`src/hdl/dct_pkg.sv`:
```
// Constants and types shared by the dual counter/timer control block
package dct_pkg;

  // Printed register indices; the byte address is four times the index
  localparam logic [7:0] IDX_WCTRL = 8'h02;
  localparam logic [7:0] IDX_SYNC  = 8'h03;
  localparam logic [7:0] A_WCTRL   = IDX_WCTRL << 2;
  localparam logic [7:0] A_SYNC    = IDX_SYNC << 2;
  localparam logic [7:0] A_WLOAD   = 8'h10;
  localparam logic [7:0] A_WCAP    = 8'h14;
  localparam logic [7:0] A_NLOAD   = 8'h18;
  localparam logic [7:0] A_NCAP    = 8'h1c;
  localparam logic [7:0] A_CFG     = 8'h20;
  localparam logic [7:0] A_STAT    = 8'h24;
  localparam logic [7:0] A_MASK    = 8'h28;

  // Wide-counter control fields
  localparam int B_RUN    = 7;
  localparam int B_SINGLE = 6;
  localparam int B_TOUT   = 5;
  localparam int B_CLK_HI = 4;
  localparam int B_CLK_LO = 3;
  localparam int B_CAPEN  = 2;
  localparam int B_TOEN   = 1;
  localparam int B_ROUTE  = 0;

  // Sync control fields
  localparam int B_SRUN_W = 7;
  localparam int B_SRUN_N = 6;
  localparam int B_SYNC   = 5;

  // Configuration fields
  localparam int B_WDEMOD = 0;
  localparam int B_WES_LO = 1;
  localparam int B_WES_HI = 2;
  localparam int B_NES_LO = 4;
  localparam int B_NES_HI = 5;

  // Interrupt status bits
  localparam int S_TOUT = 0;
  localparam int S_WCAP = 1;
  localparam int S_NCAP = 2;
  localparam int NSTAT  = 3;

  // Values after power-on reset
  localparam logic [15:0] RST_WLOAD = 16'hffff;
  localparam logic [15:0] RST_NLOAD = 16'hffff;
  localparam logic [7:0]  RST_CFG   = 8'h00;
  localparam logic [2:0]  RST_MASK  = 3'h0;

  typedef enum logic [1:0] {
    N_IDLE  = 2'b00,
    N_ARMED = 2'b01,
    N_COUNT = 2'b10
  } dct_nstate_t;

endpackage

```
`src/hdl/dct_presc.sv`:
```
// Prescaler giving a counter tick at the system clock divided by 1, 2, 4, 8
`timescale 1ns/1ns
module dct_presc (
  input  wire logic       core_clk_i,
  input  wire logic       resetn_i,
  input  wire logic [1:0] sel_i,
  output logic            tick_o
);
  logic [2:0] cnt_r;
  logic [2:0] cnt_nxt;
  logic [2:0] mask;

  always_comb begin
    cnt_nxt = cnt_r + 3'h1;
    case (sel_i)
      2'b00:   mask = 3'h0;
      2'b01:   mask = 3'h1;
      2'b10:   mask = 3'h3;
      default: mask = 3'h7;
    endcase
  end

  always_ff @(posedge core_clk_i or negedge resetn_i) begin
    if (!resetn_i) begin
      cnt_r <= 3'h0;
    end else begin
      cnt_r <= cnt_nxt;
    end
  end

  // Free-running divider, so a select change may shorten one period
  assign tick_o = ((cnt_r & mask) == mask);
endmodule

```
`src/hdl/dct_sync2.sv`:
```
// Two-flop synchroniser for pin inputs
`timescale 1ns/1ns
module dct_sync2 #(
  parameter int W = 1
) (
  input  wire logic         core_clk_i,
  input  wire logic         resetn_i,
  input  wire logic [W-1:0] async_i,
  output logic      [W-1:0] sync_o
);
  logic [W-1:0] meta_r;
  logic [W-1:0] sync_r;

  always_ff @(posedge core_clk_i or negedge resetn_i) begin
    if (!resetn_i) begin
      meta_r <= '0;
      sync_r <= '0;
    end else begin
      meta_r <= async_i;
      sync_r <= meta_r;
    end
  end

  assign sync_o = sync_r;
endmodule

```
`src/hdl/dct_top.sv`:
```
// Dual counter/timer control block with APB registers and interrupt
`timescale 1ns/1ns
module dct_top
  import dct_pkg::*;
#(
  parameter int WW = 16,
  parameter int NW = 8
) (
  input  wire logic        core_clk_i,
  input  wire logic        resetn_i,
  input  wire logic        psel_i,
  input  wire logic        penable_i,
  input  wire logic        pwrite_i,
  input  wire logic [7:0]  paddr_i,
  input  wire logic [31:0] pwdata_i,
  output logic      [31:0] prdata_o,
  output logic             pready_o,
  output logic             pslverr_o,
  input  wire logic        wide_edge_i,
  input  wire logic        narrow_edge_i,
  input  wire logic        port_latch_i,
  input  wire logic        stop_recovery_i,
  output logic             alt_pin_o,
  output logic             irq_o
);
  logic [1:0]        pin_s;
  logic [1:0]        pin_p_r, pin_p_nxt;
  logic              wtick;

  logic [31:0]       prdata_r, prdata_nxt;
  logic              pready_r, pready_nxt;
  logic              pslverr_r, pslverr_nxt;

  logic              wrun_r, wrun_nxt;
  logic              wreq_r, wreq_nxt;
  logic              single_r, single_nxt;
  logic              tout_r, tout_nxt;
  logic [1:0]        csel_r, csel_nxt;
  logic              capen_r, capen_nxt;
  logic              toen_r, toen_nxt;
  logic              route_r, route_nxt;
  logic              nrun_r, nrun_nxt;
  logic              nreq_r, nreq_nxt;
  logic              sync_r, sync_nxt;
  logic [7:0]        cfg_r, cfg_nxt;
  logic [NSTAT-1:0]  stat_r, stat_nxt;
  logic [NSTAT-1:0]  mask_r, mask_nxt;
  logic              irq_r, irq_nxt;
  logic              pin_r, pin_nxt;

  logic [WW-1:0]     wload_r, wload_nxt;
  logic [WW-1:0]     wcnt_r, wcnt_nxt;
  logic [WW-1:0]     wcap_r, wcap_nxt;
  logic              wdone_r, wdone_nxt;
  logic              wout_r, wout_nxt;

  logic [2*NW-1:0]   nload_r, nload_nxt;
  logic [NW-1:0]     ncnt_r, ncnt_nxt;
  logic [NW-1:0]     ncap_rise_r, ncap_rise_nxt;
  logic [NW-1:0]     ncap_fall_r, ncap_fall_nxt;
  dct_nstate_t       nst_r, nst_nxt;

  logic              setup, done, wr, rd, hit;
  logic [31:0]       rmux;
  logic [7:0]        wd;
  logic              w_rise, w_fall, n_rise, n_fall;
  logic              w_edge, n_edge, ntick;
  logic [NSTAT-1:0]  ev, gate;

  dct_sync2 #(
    .W (2)
  ) u_sync (
    .core_clk_i (core_clk_i),
    .resetn_i   (resetn_i),
    .async_i    ({narrow_edge_i, wide_edge_i}),
    .sync_o     (pin_s)
  );

  dct_presc u_presc (
    .core_clk_i (core_clk_i),
    .resetn_i   (resetn_i),
    .sel_i      (csel_r),
    .tick_o     (wtick)
  );

  always_comb begin
    setup  = psel_i & ~penable_i;
    done   = psel_i & penable_i & pready_r;
    wr     = done & pwrite_i & ~pslverr_r;
    rd     = done & ~pwrite_i & ~pslverr_r;
    wd     = pwdata_i[7:0];
    w_rise = pin_s[0] & ~pin_p_r[0];
    w_fall = ~pin_s[0] & pin_p_r[0];
    n_rise = pin_s[1] & ~pin_p_r[1];
    n_fall = ~pin_s[1] & pin_p_r[1];
    w_edge = (w_rise & cfg_r[B_WES_LO]) | (w_fall & cfg_r[B_WES_HI]);
    n_edge = (n_rise & cfg_r[B_NES_LO]) | (n_fall & cfg_r[B_NES_HI]);
    // Lockstep moves the narrow run change onto the wide tick
    ntick  = sync_r ? wtick : 1'b1;
    ev     = '0;
    hit    = 1'b1;
    case (paddr_i)
      A_WCTRL: rmux = {24'h0, wrun_r, single_r, tout_r, csel_r,
                       capen_r, toen_r, route_r};
      A_SYNC:  rmux = {24'h0, wrun_r, nrun_r, sync_r, 5'h00};
      A_WLOAD: rmux = {{(32-WW){1'b0}}, wload_r};
      A_WCAP:  rmux = {{(32-WW){1'b0}}, wcap_r};
      A_NLOAD: rmux = {{(32-2*NW){1'b0}}, nload_r};
      A_NCAP:  rmux = {{(32-2*NW){1'b0}}, ncap_fall_r, ncap_rise_r};
      A_CFG:   rmux = {24'h0, cfg_r};
      A_STAT:  rmux = {{(32-NSTAT){1'b0}}, stat_r};
      A_MASK:  rmux = {{(32-NSTAT){1'b0}}, mask_r};
      default: begin
        rmux = 32'h0;
        hit  = 1'b0;
      end
    endcase

    pready_nxt  = setup;
    pslverr_nxt = setup & ~hit;
    prdata_nxt  = setup ? rmux : prdata_r;

    wrun_nxt      = wrun_r;
    wreq_nxt      = wreq_r;
    single_nxt    = single_r;
    tout_nxt      = tout_r;
    csel_nxt      = csel_r;
    capen_nxt     = capen_r;
    toen_nxt      = toen_r;
    route_nxt     = route_r;
    nrun_nxt      = nrun_r;
    nreq_nxt      = nreq_r;
    sync_nxt      = sync_r;
    cfg_nxt       = cfg_r;
    mask_nxt      = mask_r;
    wload_nxt     = wload_r;
    nload_nxt     = nload_r;
    wcnt_nxt      = wcnt_r;
    wcap_nxt      = wcap_r;
    wdone_nxt     = wdone_r;
    wout_nxt      = wout_r;
    ncnt_nxt      = ncnt_r;
    ncap_rise_nxt = ncap_rise_r;
    ncap_fall_nxt = ncap_fall_r;
    nst_nxt       = nst_r;
    pin_p_nxt     = pin_s;

    if (wr) begin
      case (paddr_i)
        A_WCTRL: begin
          wreq_nxt   = wd[B_RUN];
          single_nxt = wd[B_SINGLE];
          csel_nxt   = wd[B_CLK_HI:B_CLK_LO];
          capen_nxt  = wd[B_CAPEN];
          toen_nxt   = wd[B_TOEN];
          route_nxt  = wd[B_ROUTE];
        end
        A_SYNC: begin
          wreq_nxt = wd[B_SRUN_W];
          nreq_nxt = wd[B_SRUN_N];
          sync_nxt = wd[B_SYNC];
        end
        A_WLOAD: wload_nxt = pwdata_i[WW-1:0];
        A_NLOAD: nload_nxt = pwdata_i[2*NW-1:0];
        A_CFG:   cfg_nxt = wd;
        A_MASK:  mask_nxt = pwdata_i[NSTAT-1:0];
        default: begin
        end
      endcase
    end

    // Run request is applied on the next counter tick, not at the write
    if (wtick && (wreq_r != wrun_r)) begin
      wrun_nxt  = wreq_r;
      wcnt_nxt  = wload_r;
      wdone_nxt = 1'b0;
    end else if (wrun_r && cfg_r[B_WDEMOD]) begin
      if (w_edge && !(single_r && wdone_r)) begin
        wcap_nxt       = wload_r - wcnt_r;
        wcnt_nxt       = wload_r;
        wdone_nxt      = 1'b1;
        ev[S_WCAP]     = 1'b1;
      end else if (wtick) begin
        if (wcnt_r == '0) begin
          ev[S_TOUT] = 1'b1;
          wcnt_nxt   = wload_r;
        end else begin
          wcnt_nxt = wcnt_r - 1'b1;
        end
      end
    end else if (wrun_r && wtick) begin
      if (wcnt_r == '0) begin
        ev[S_TOUT] = 1'b1;
        wout_nxt   = ~wout_r;
        if (single_r) begin
          wrun_nxt = 1'b0;
          wreq_nxt = 1'b0;
        end else begin
          wcnt_nxt = wload_r;
        end
      end else begin
        wcnt_nxt = wcnt_r - 1'b1;
      end
    end

    if (ntick && (nreq_r != nrun_r)) begin
      nrun_nxt = nreq_r;
    end
    case (nst_r)
      N_IDLE: begin
        if (nrun_r) begin
          nst_nxt = N_ARMED;
        end
      end
      N_ARMED: begin
        if (!nrun_r) begin
          nst_nxt = N_IDLE;
        end else if (n_edge) begin
          nst_nxt  = N_COUNT;
          ncnt_nxt = nload_r[NW-1:0];
        end
      end
      N_COUNT: begin
        if (!nrun_r) begin
          nst_nxt = N_IDLE;
        end else if (n_edge) begin
          if (n_rise) begin
            ncap_rise_nxt = ~ncnt_r;
          end else begin
            ncap_fall_nxt = ~ncnt_r;
          end
          ncnt_nxt   = nload_r[NW-1:0];
          ev[S_NCAP] = 1'b1;
        end else begin
          // Plain wrap from zero; no flag is raised
          ncnt_nxt = ncnt_r - 1'b1;
        end
      end
      default: nst_nxt = N_IDLE;
    endcase

    // Flag set beats a write clear landing in the same cycle
    tout_nxt = tout_r | ev[S_TOUT];
    if (wr && (paddr_i == A_WCTRL) && wd[B_TOUT] && !ev[S_TOUT]) begin
      tout_nxt = 1'b0;
    end

    // Read clears only the bits that the read actually returned
    stat_nxt = stat_r | ev;
    if (rd && (paddr_i == A_STAT)) begin
      stat_nxt = (stat_r & ~prdata_r[NSTAT-1:0]) | ev;
    end

    if (stop_recovery_i) begin
      wrun_nxt   = 1'b0;
      wreq_nxt   = 1'b0;
      single_nxt = 1'b0;
      tout_nxt   = 1'b0;
      toen_nxt   = 1'b0;
      route_nxt  = 1'b0;
      nrun_nxt   = 1'b0;
      nreq_nxt   = 1'b0;
      nst_nxt    = N_IDLE;
    end

    gate    = {1'b1, capen_r, toen_r};
    irq_nxt = |(stat_r & mask_r & gate);
    pin_nxt = route_r ? wout_r : port_latch_i;
  end

  always_ff @(posedge core_clk_i or negedge resetn_i) begin
    if (!resetn_i) begin
      prdata_r    <= 32'h0;
      pready_r    <= 1'b0;
      pslverr_r   <= 1'b0;
      pin_p_r     <= 2'h0;
      wrun_r      <= 1'b0;
      wreq_r      <= 1'b0;
      single_r    <= 1'b0;
      tout_r      <= 1'b0;
      csel_r      <= 2'h0;
      capen_r     <= 1'b0;
      toen_r      <= 1'b0;
      route_r     <= 1'b0;
      nrun_r      <= 1'b0;
      nreq_r      <= 1'b0;
      sync_r      <= 1'b0;
      cfg_r       <= RST_CFG;
      stat_r      <= '0;
      mask_r      <= RST_MASK;
      irq_r       <= 1'b0;
      pin_r       <= 1'b0;
      wload_r     <= RST_WLOAD[WW-1:0];
      wcnt_r      <= '0;
      wcap_r      <= '0;
      wdone_r     <= 1'b0;
      wout_r      <= 1'b0;
      nload_r     <= RST_NLOAD[2*NW-1:0];
      ncnt_r      <= '0;
      ncap_rise_r <= '0;
      ncap_fall_r <= '0;
      nst_r       <= N_IDLE;
    end else begin
      prdata_r    <= prdata_nxt;
      pready_r    <= pready_nxt;
      pslverr_r   <= pslverr_nxt;
      pin_p_r     <= pin_p_nxt;
      wrun_r      <= wrun_nxt;
      wreq_r      <= wreq_nxt;
      single_r    <= single_nxt;
      tout_r      <= tout_nxt;
      csel_r      <= csel_nxt;
      capen_r     <= capen_nxt;
      toen_r      <= toen_nxt;
      route_r     <= route_nxt;
      nrun_r      <= nrun_nxt;
      nreq_r      <= nreq_nxt;
      sync_r      <= sync_nxt;
      cfg_r       <= cfg_nxt;
      stat_r      <= stat_nxt;
      mask_r      <= mask_nxt;
      irq_r       <= irq_nxt;
      pin_r       <= pin_nxt;
      wload_r     <= wload_nxt;
      wcnt_r      <= wcnt_nxt;
      wcap_r      <= wcap_nxt;
      wdone_r     <= wdone_nxt;
      wout_r      <= wout_nxt;
      nload_r     <= nload_nxt;
      ncnt_r      <= ncnt_nxt;
      ncap_rise_r <= ncap_rise_nxt;
      ncap_fall_r <= ncap_fall_nxt;
      nst_r       <= nst_nxt;
    end
  end

  assign prdata_o  = prdata_r;
  assign pready_o  = pready_r;
  assign pslverr_o = pslverr_r;
  assign alt_pin_o = pin_r;
  assign irq_o     = irq_r;
endmodule

```
`config.mk`:
```
export PLATFORM = sky130hd
export DESIGN_NAME = dct_top
export DESIGN_NICKNAME = d
export VERILOG_FILES = /design/src/hdl/dct_pkg.sv /design/src/hdl/dct_presc.sv /design/src/hdl/dct_sync2.sv /design/src/hdl/dct_top.sv
export SDC_FILE = /design/constraint.sdc
export NUM_CORES = 1
export LEC_CHECK = 0
export ABC_CLOCK_PERIOD_IN_PS = 2900
export BUFFER_PORTS_ARGS = -buffer_cell sky130_fd_sc_hd__buf_2
export CORE_MARGIN = 2
export CORE_UTILIZATION = 33
export CTS_BUF_LIST = sky130_fd_sc_hd__clkbuf_2
export CTS_CLUSTER_DIAMETER = 120
export DETAILED_ROUTE_END_ITERATION = 10
export GPL_ROUTABILITY_DRIVEN = 1
export SLEW_MARGIN = 20
export SYNTH_ARGS = -nofsm -noshare
export SYNTH_HDL_FRONTEND = slang
export SYNTH_HIERARCHICAL = 1
export SYNTH_SLANG_ARGS = --single-unit
```
`constraint.sdc`:
```
create_clock -name core_clk_i -period 2.9 [get_ports core_clk_i]
set_clock_uncertainty 0.1 [all_clocks]
set_input_delay 0.725 -clock core_clk_i [delete_from_list [all_inputs] [get_ports core_clk_i]]
set_output_delay 0.725 -clock core_clk_i [all_outputs]
set_load 0.01 [all_outputs]
```
==> results.md <==
- For this run, asynchronously set or reset flops after synthesis account for 100%.
- The min-delay analysis places its worst path in the category input port to flop.
- The most common cell after layout, fill and taps aside is sky130_fd_sc_hd__dfrtp_1.
- The detailed router finished its first iteration with 419 violations.
- By instance count, the cell type seen most on the critical path is sky130_fd_sc_hd__inv_1.
- No sink is reached through more buffers than the 2 on the longest clock path.
- The ratio of final minimum period to clock period is 91.6%.
- The number of H-tree levels is 4.
- The fmax is 377 MHz.
- The count of buffers added on input and output ports is 52.
- The count of antenna-violating nets left after detailed routing is 0.
- The average instance area after synthesis is 9.86 sq um.
- The via count is 6249.
- Clock-pin slew was measured on the worst setup and hold paths at 220 ps.
- The worst-path maximum fanout is 33.
- Sequential elements use 47.3% of the synthesized area.
- The max-slew violation total from the final report came to 0.
- The leakage power is 4.01 nW.
- The run finished with clean final reports.
- The final critical path time including I/O delays and setup is 2660 ps.
- The mapped cell area is 0.00787 sq mm.
- The top flip-flop cell by instance count after synthesis is sky130_fd_sc_hd__dfrtp_1.
- The area taken by flip-flops and latches is 0.00372 sq mm.
- Pin placement for this block handled 85 I/O pins.
- Detailed placement ended at an HPWL of 15.1 mm.
- The synthesis-to-finish area growth is 14.0%.
- The global-route usage over all layers is 17.0%.
- The synthesis warning total is 6.
- The worst vdd rail ir drop is 0.335 mV.
- Total power for the finished layout comes to 3.71 mW.
- The clock sink total is 147.
- The number of clock buffers added by TritonCTS is 17.
- The aggregate routed wire length is 20.2 mm.
- Adding up every negative setup slack in the final design gives 0 ps.
- Setup violations remaining at the end of the flow were counted as 0.
- Before antenna repair, the detailed router went through 7 iterations.
- The number of global-route vias before repair came to 6156.
- The power density over cell area is 414 mW/mm^2.
- The total area of multi-input combinational cells is 0.00384 sq mm.
- The worst endpoint required time is 3420 ps.
- The worst setup path is captured at a flop.
- The worst slew slack as a fraction of its limit is 52.1%.
- For this run, design rule violations remaining after detail routing come to 0.
- Across the run, the number of max-cap violations was 0.
- The first-pass GRT wire length is 32.6 mm.
- Walking the worst path, the cells encountered are inv_1, ha_2, or4b_4, nor4_4, inv_1, o2bb2ai_2, buf_12, o21ba_2, o22a_1.
- Summed over all layers, the global routing overflow is 0.
- Final hold analysis gives a worst-case slack of 135 ps.
- The floorplan step defined a die boundary enclosing 0.0251 sq mm.
- The die height is 158 microns.
- The average wire per standard cell is 16.8 microns.
- The clock latency at the later pin of the worst-skew pair is 720 ps.
- Setup repair after global routing left no endpoint under its margin.
- After detailed routing, the number of vias per cell comes to 5.18.
- Among all stages on the critical path, the largest delay is contributed by sky130_fd_sc_hd__or4b_4.
- The initial cell density of the core is 33.5%.
- The worst-margin pin slew is 719 ps.
- The total count of hold-check failures in the final report is 0.
- The tree is rooted in a sky130_fd_sc_hd__clkbuf_2.
- Synthesis handed over a netlist of 798 instances.
- The largest net degree at the start of global routing is 53.
- Leaving out fill and tap cells, the most frequent cells in the layout are sky130_fd_sc_hd__dfrtp_1 (115), sky130_fd_sc_hd__o21ai_0 (79), sky130_fd_sc_hd__nand2_1 (78), sky130_fd_sc_hd__nor2_1 (70), sky130_fd_sc_hd__mux2_2 (57).
- The number of nets in the finished design is 943.
- The site row count is 56.
- The category of the worst setup path launch point is a flop.
- The final RePlAce weighted congestion is 0.885.
- The kind of critical path is flop to flop.
- The number of different library cells in the post-synthesis netlist is 71.
- The number of antenna violations at the first check in global routing was 1.
- The synthesized design contains 0 enable-type register cells.
- STA puts the critical path data arrival time at 3170 ps.
- The post-route netlist has 26.6% of its cells at a drive strength greater than 1.
- After synthesis the netlist holds a flip-flop and latch count of 147.
- The filler cells instantiated in the layout total 2357.
- The core region is 0.0235 sq mm.
- The largest stage delay on the critical path is 480 ps.
- The width of the die is 158 microns.
- TritonCTS built the clock tree.
-- critical path: cells and delay by family, from the launching register on --
kind,cells,cell delay [ps]
buffers and inverters,3,400
DFF,1,460
adders and majority gates,1,210
AOI/OAI and AO/OA,3,530
and+or+nand+nor,2,830
-- logic make-up (layout without fill, tap and decap cells) --
| logic type | count (synthesis) | after routing | share of synthesized area [%] |
|---|---|---|---|
| buffers and inverters | 83 | 157 | 4.88 |
| XOR/XNOR | 13 | 13 | 1.45 |
| other | 1 | 17 | 0.0477 |
| AND/OR/NAND/NOR | 259 | 259 | 16.8 |
| AO/OA/AOI/OAI | 205 | 205 | 16.2 |
| multiplexers | 70 | 70 | 10.1 |
| flip-flops | 147 | 147 | 47.3 |
| adder cells (fa/ha/maj) | 20 | 20 | 3.28 |
-- per-stage QoR --
stage               std cells  cell area [sq um]  utilization, %  setup slack [ps]
finish                   1207               8970            38.2               244
global route             1207               8970            38.2               111
CTS                      1199               8910            38.0              26.3
detailed placement       1164               8630            36.7              59.9
global placement         1164               8630            36.7               148
floorplan                 813               7930               -               187
-- final timing paths --
path | startpoint | endpoint | slack [ps] | cells after the start
min in group asynchronous | resetn_i | pin_p_r[1] | 390 | 2
worst min-delay path | pwdata_i[9] | wload_r[9] | 130 | 2
max in group asynchronous | resetn_i | nload_r[1] | 1540 | 3
worst max-delay path | wcnt_r[0] | wcnt_r[14] | 240 | 9
worst min register to register | u_sync/meta_r[0] | u_sync/sync_o[0] | 270 | 0
worst max register to register | wcnt_r[0] | wcnt_r[14] | 240 | 9
-- registers in the layout, summed over array words and instances (netlist names), 2 cells and up --
| name | count |
|---|---|
| nload_r | 16 |
| prdata_o | 16 |
| wcap_r | 16 |
| wcnt_r | 16 |
| wload_r | 16 |
| cfg_r | 8 |
| ncap_fall_r | 8 |
| ncap_rise_r | 8 |
| ncnt_r | 8 |
| mask_r | 3 |
| stat_r | 3 |
| u_presc/cnt_r | 3 |
| csel_r | 2 |
| nst_r | 2 |
| pin_p_r | 2 |
| u_sync/meta_r | 2 |
| u_sync/sync_o | 2 |
-- cell type report --
cell class | count | area share (%)
diodes | 1 | 0.0279
clock inverters | 13 | 1.77
well taps | 319 | 4.45
inverters | 28 | 1.17
clock buffers | 19 | 1.06
repair buffers | 97 | 7.21
multi-input cells | 583 | 42.8
flip-flops and latches | 147 | 41.5
-- report_power, final --
| part | internal [mW] | switching, mW |
|---|---|---|
| Sequential | 2.09 | 0.0247 |
| Combinational | 0.129 | 0.216 |
| Clock | 0.486 | 0.764 |
-- Yosys cell counts (all sizes together), types with 9 or more instances --
library cell    n  share of area (%)
dfrtp         115                 37
o21ai          80                5.1
nand2          78                3.7
nor2           70                3.3
mux2           57                8.2
a21oi          42                2.7
dfstp          32                 11
clkbuf         30                1.4
inv            27                1.3
buf            25                2.1
nor3           23                1.7
ha             19                3.0
a221oi         14                1.6
a31oi          14                1.1
nand2b         12               0.95
mux2i          11                1.4
nand3          11               0.70
a22o            9                1.0
nor3b           9               0.86
or3             9               0.86
-- timing repair --
action / CTS / global route
resized for setup: 0 / 5
hold buffers: 3 / 0
buffers inserted: 0 / 6
hold endpoints to repair: 36 / 0
setup endpoints to repair: 0 / 13
-- metal layers --
metal,vias to the layer above,track usage (%),routed length [microns],part of all wire (%)
li1,3001,-,-,-
met1,3068,23.1,9830,49
met2,150,26.7,9110,45
met3,30,3.84,808,4.0
met4,0,5.66,492,2.4
met5,-,0,0,0
Power figures use the tool's default switching activity.
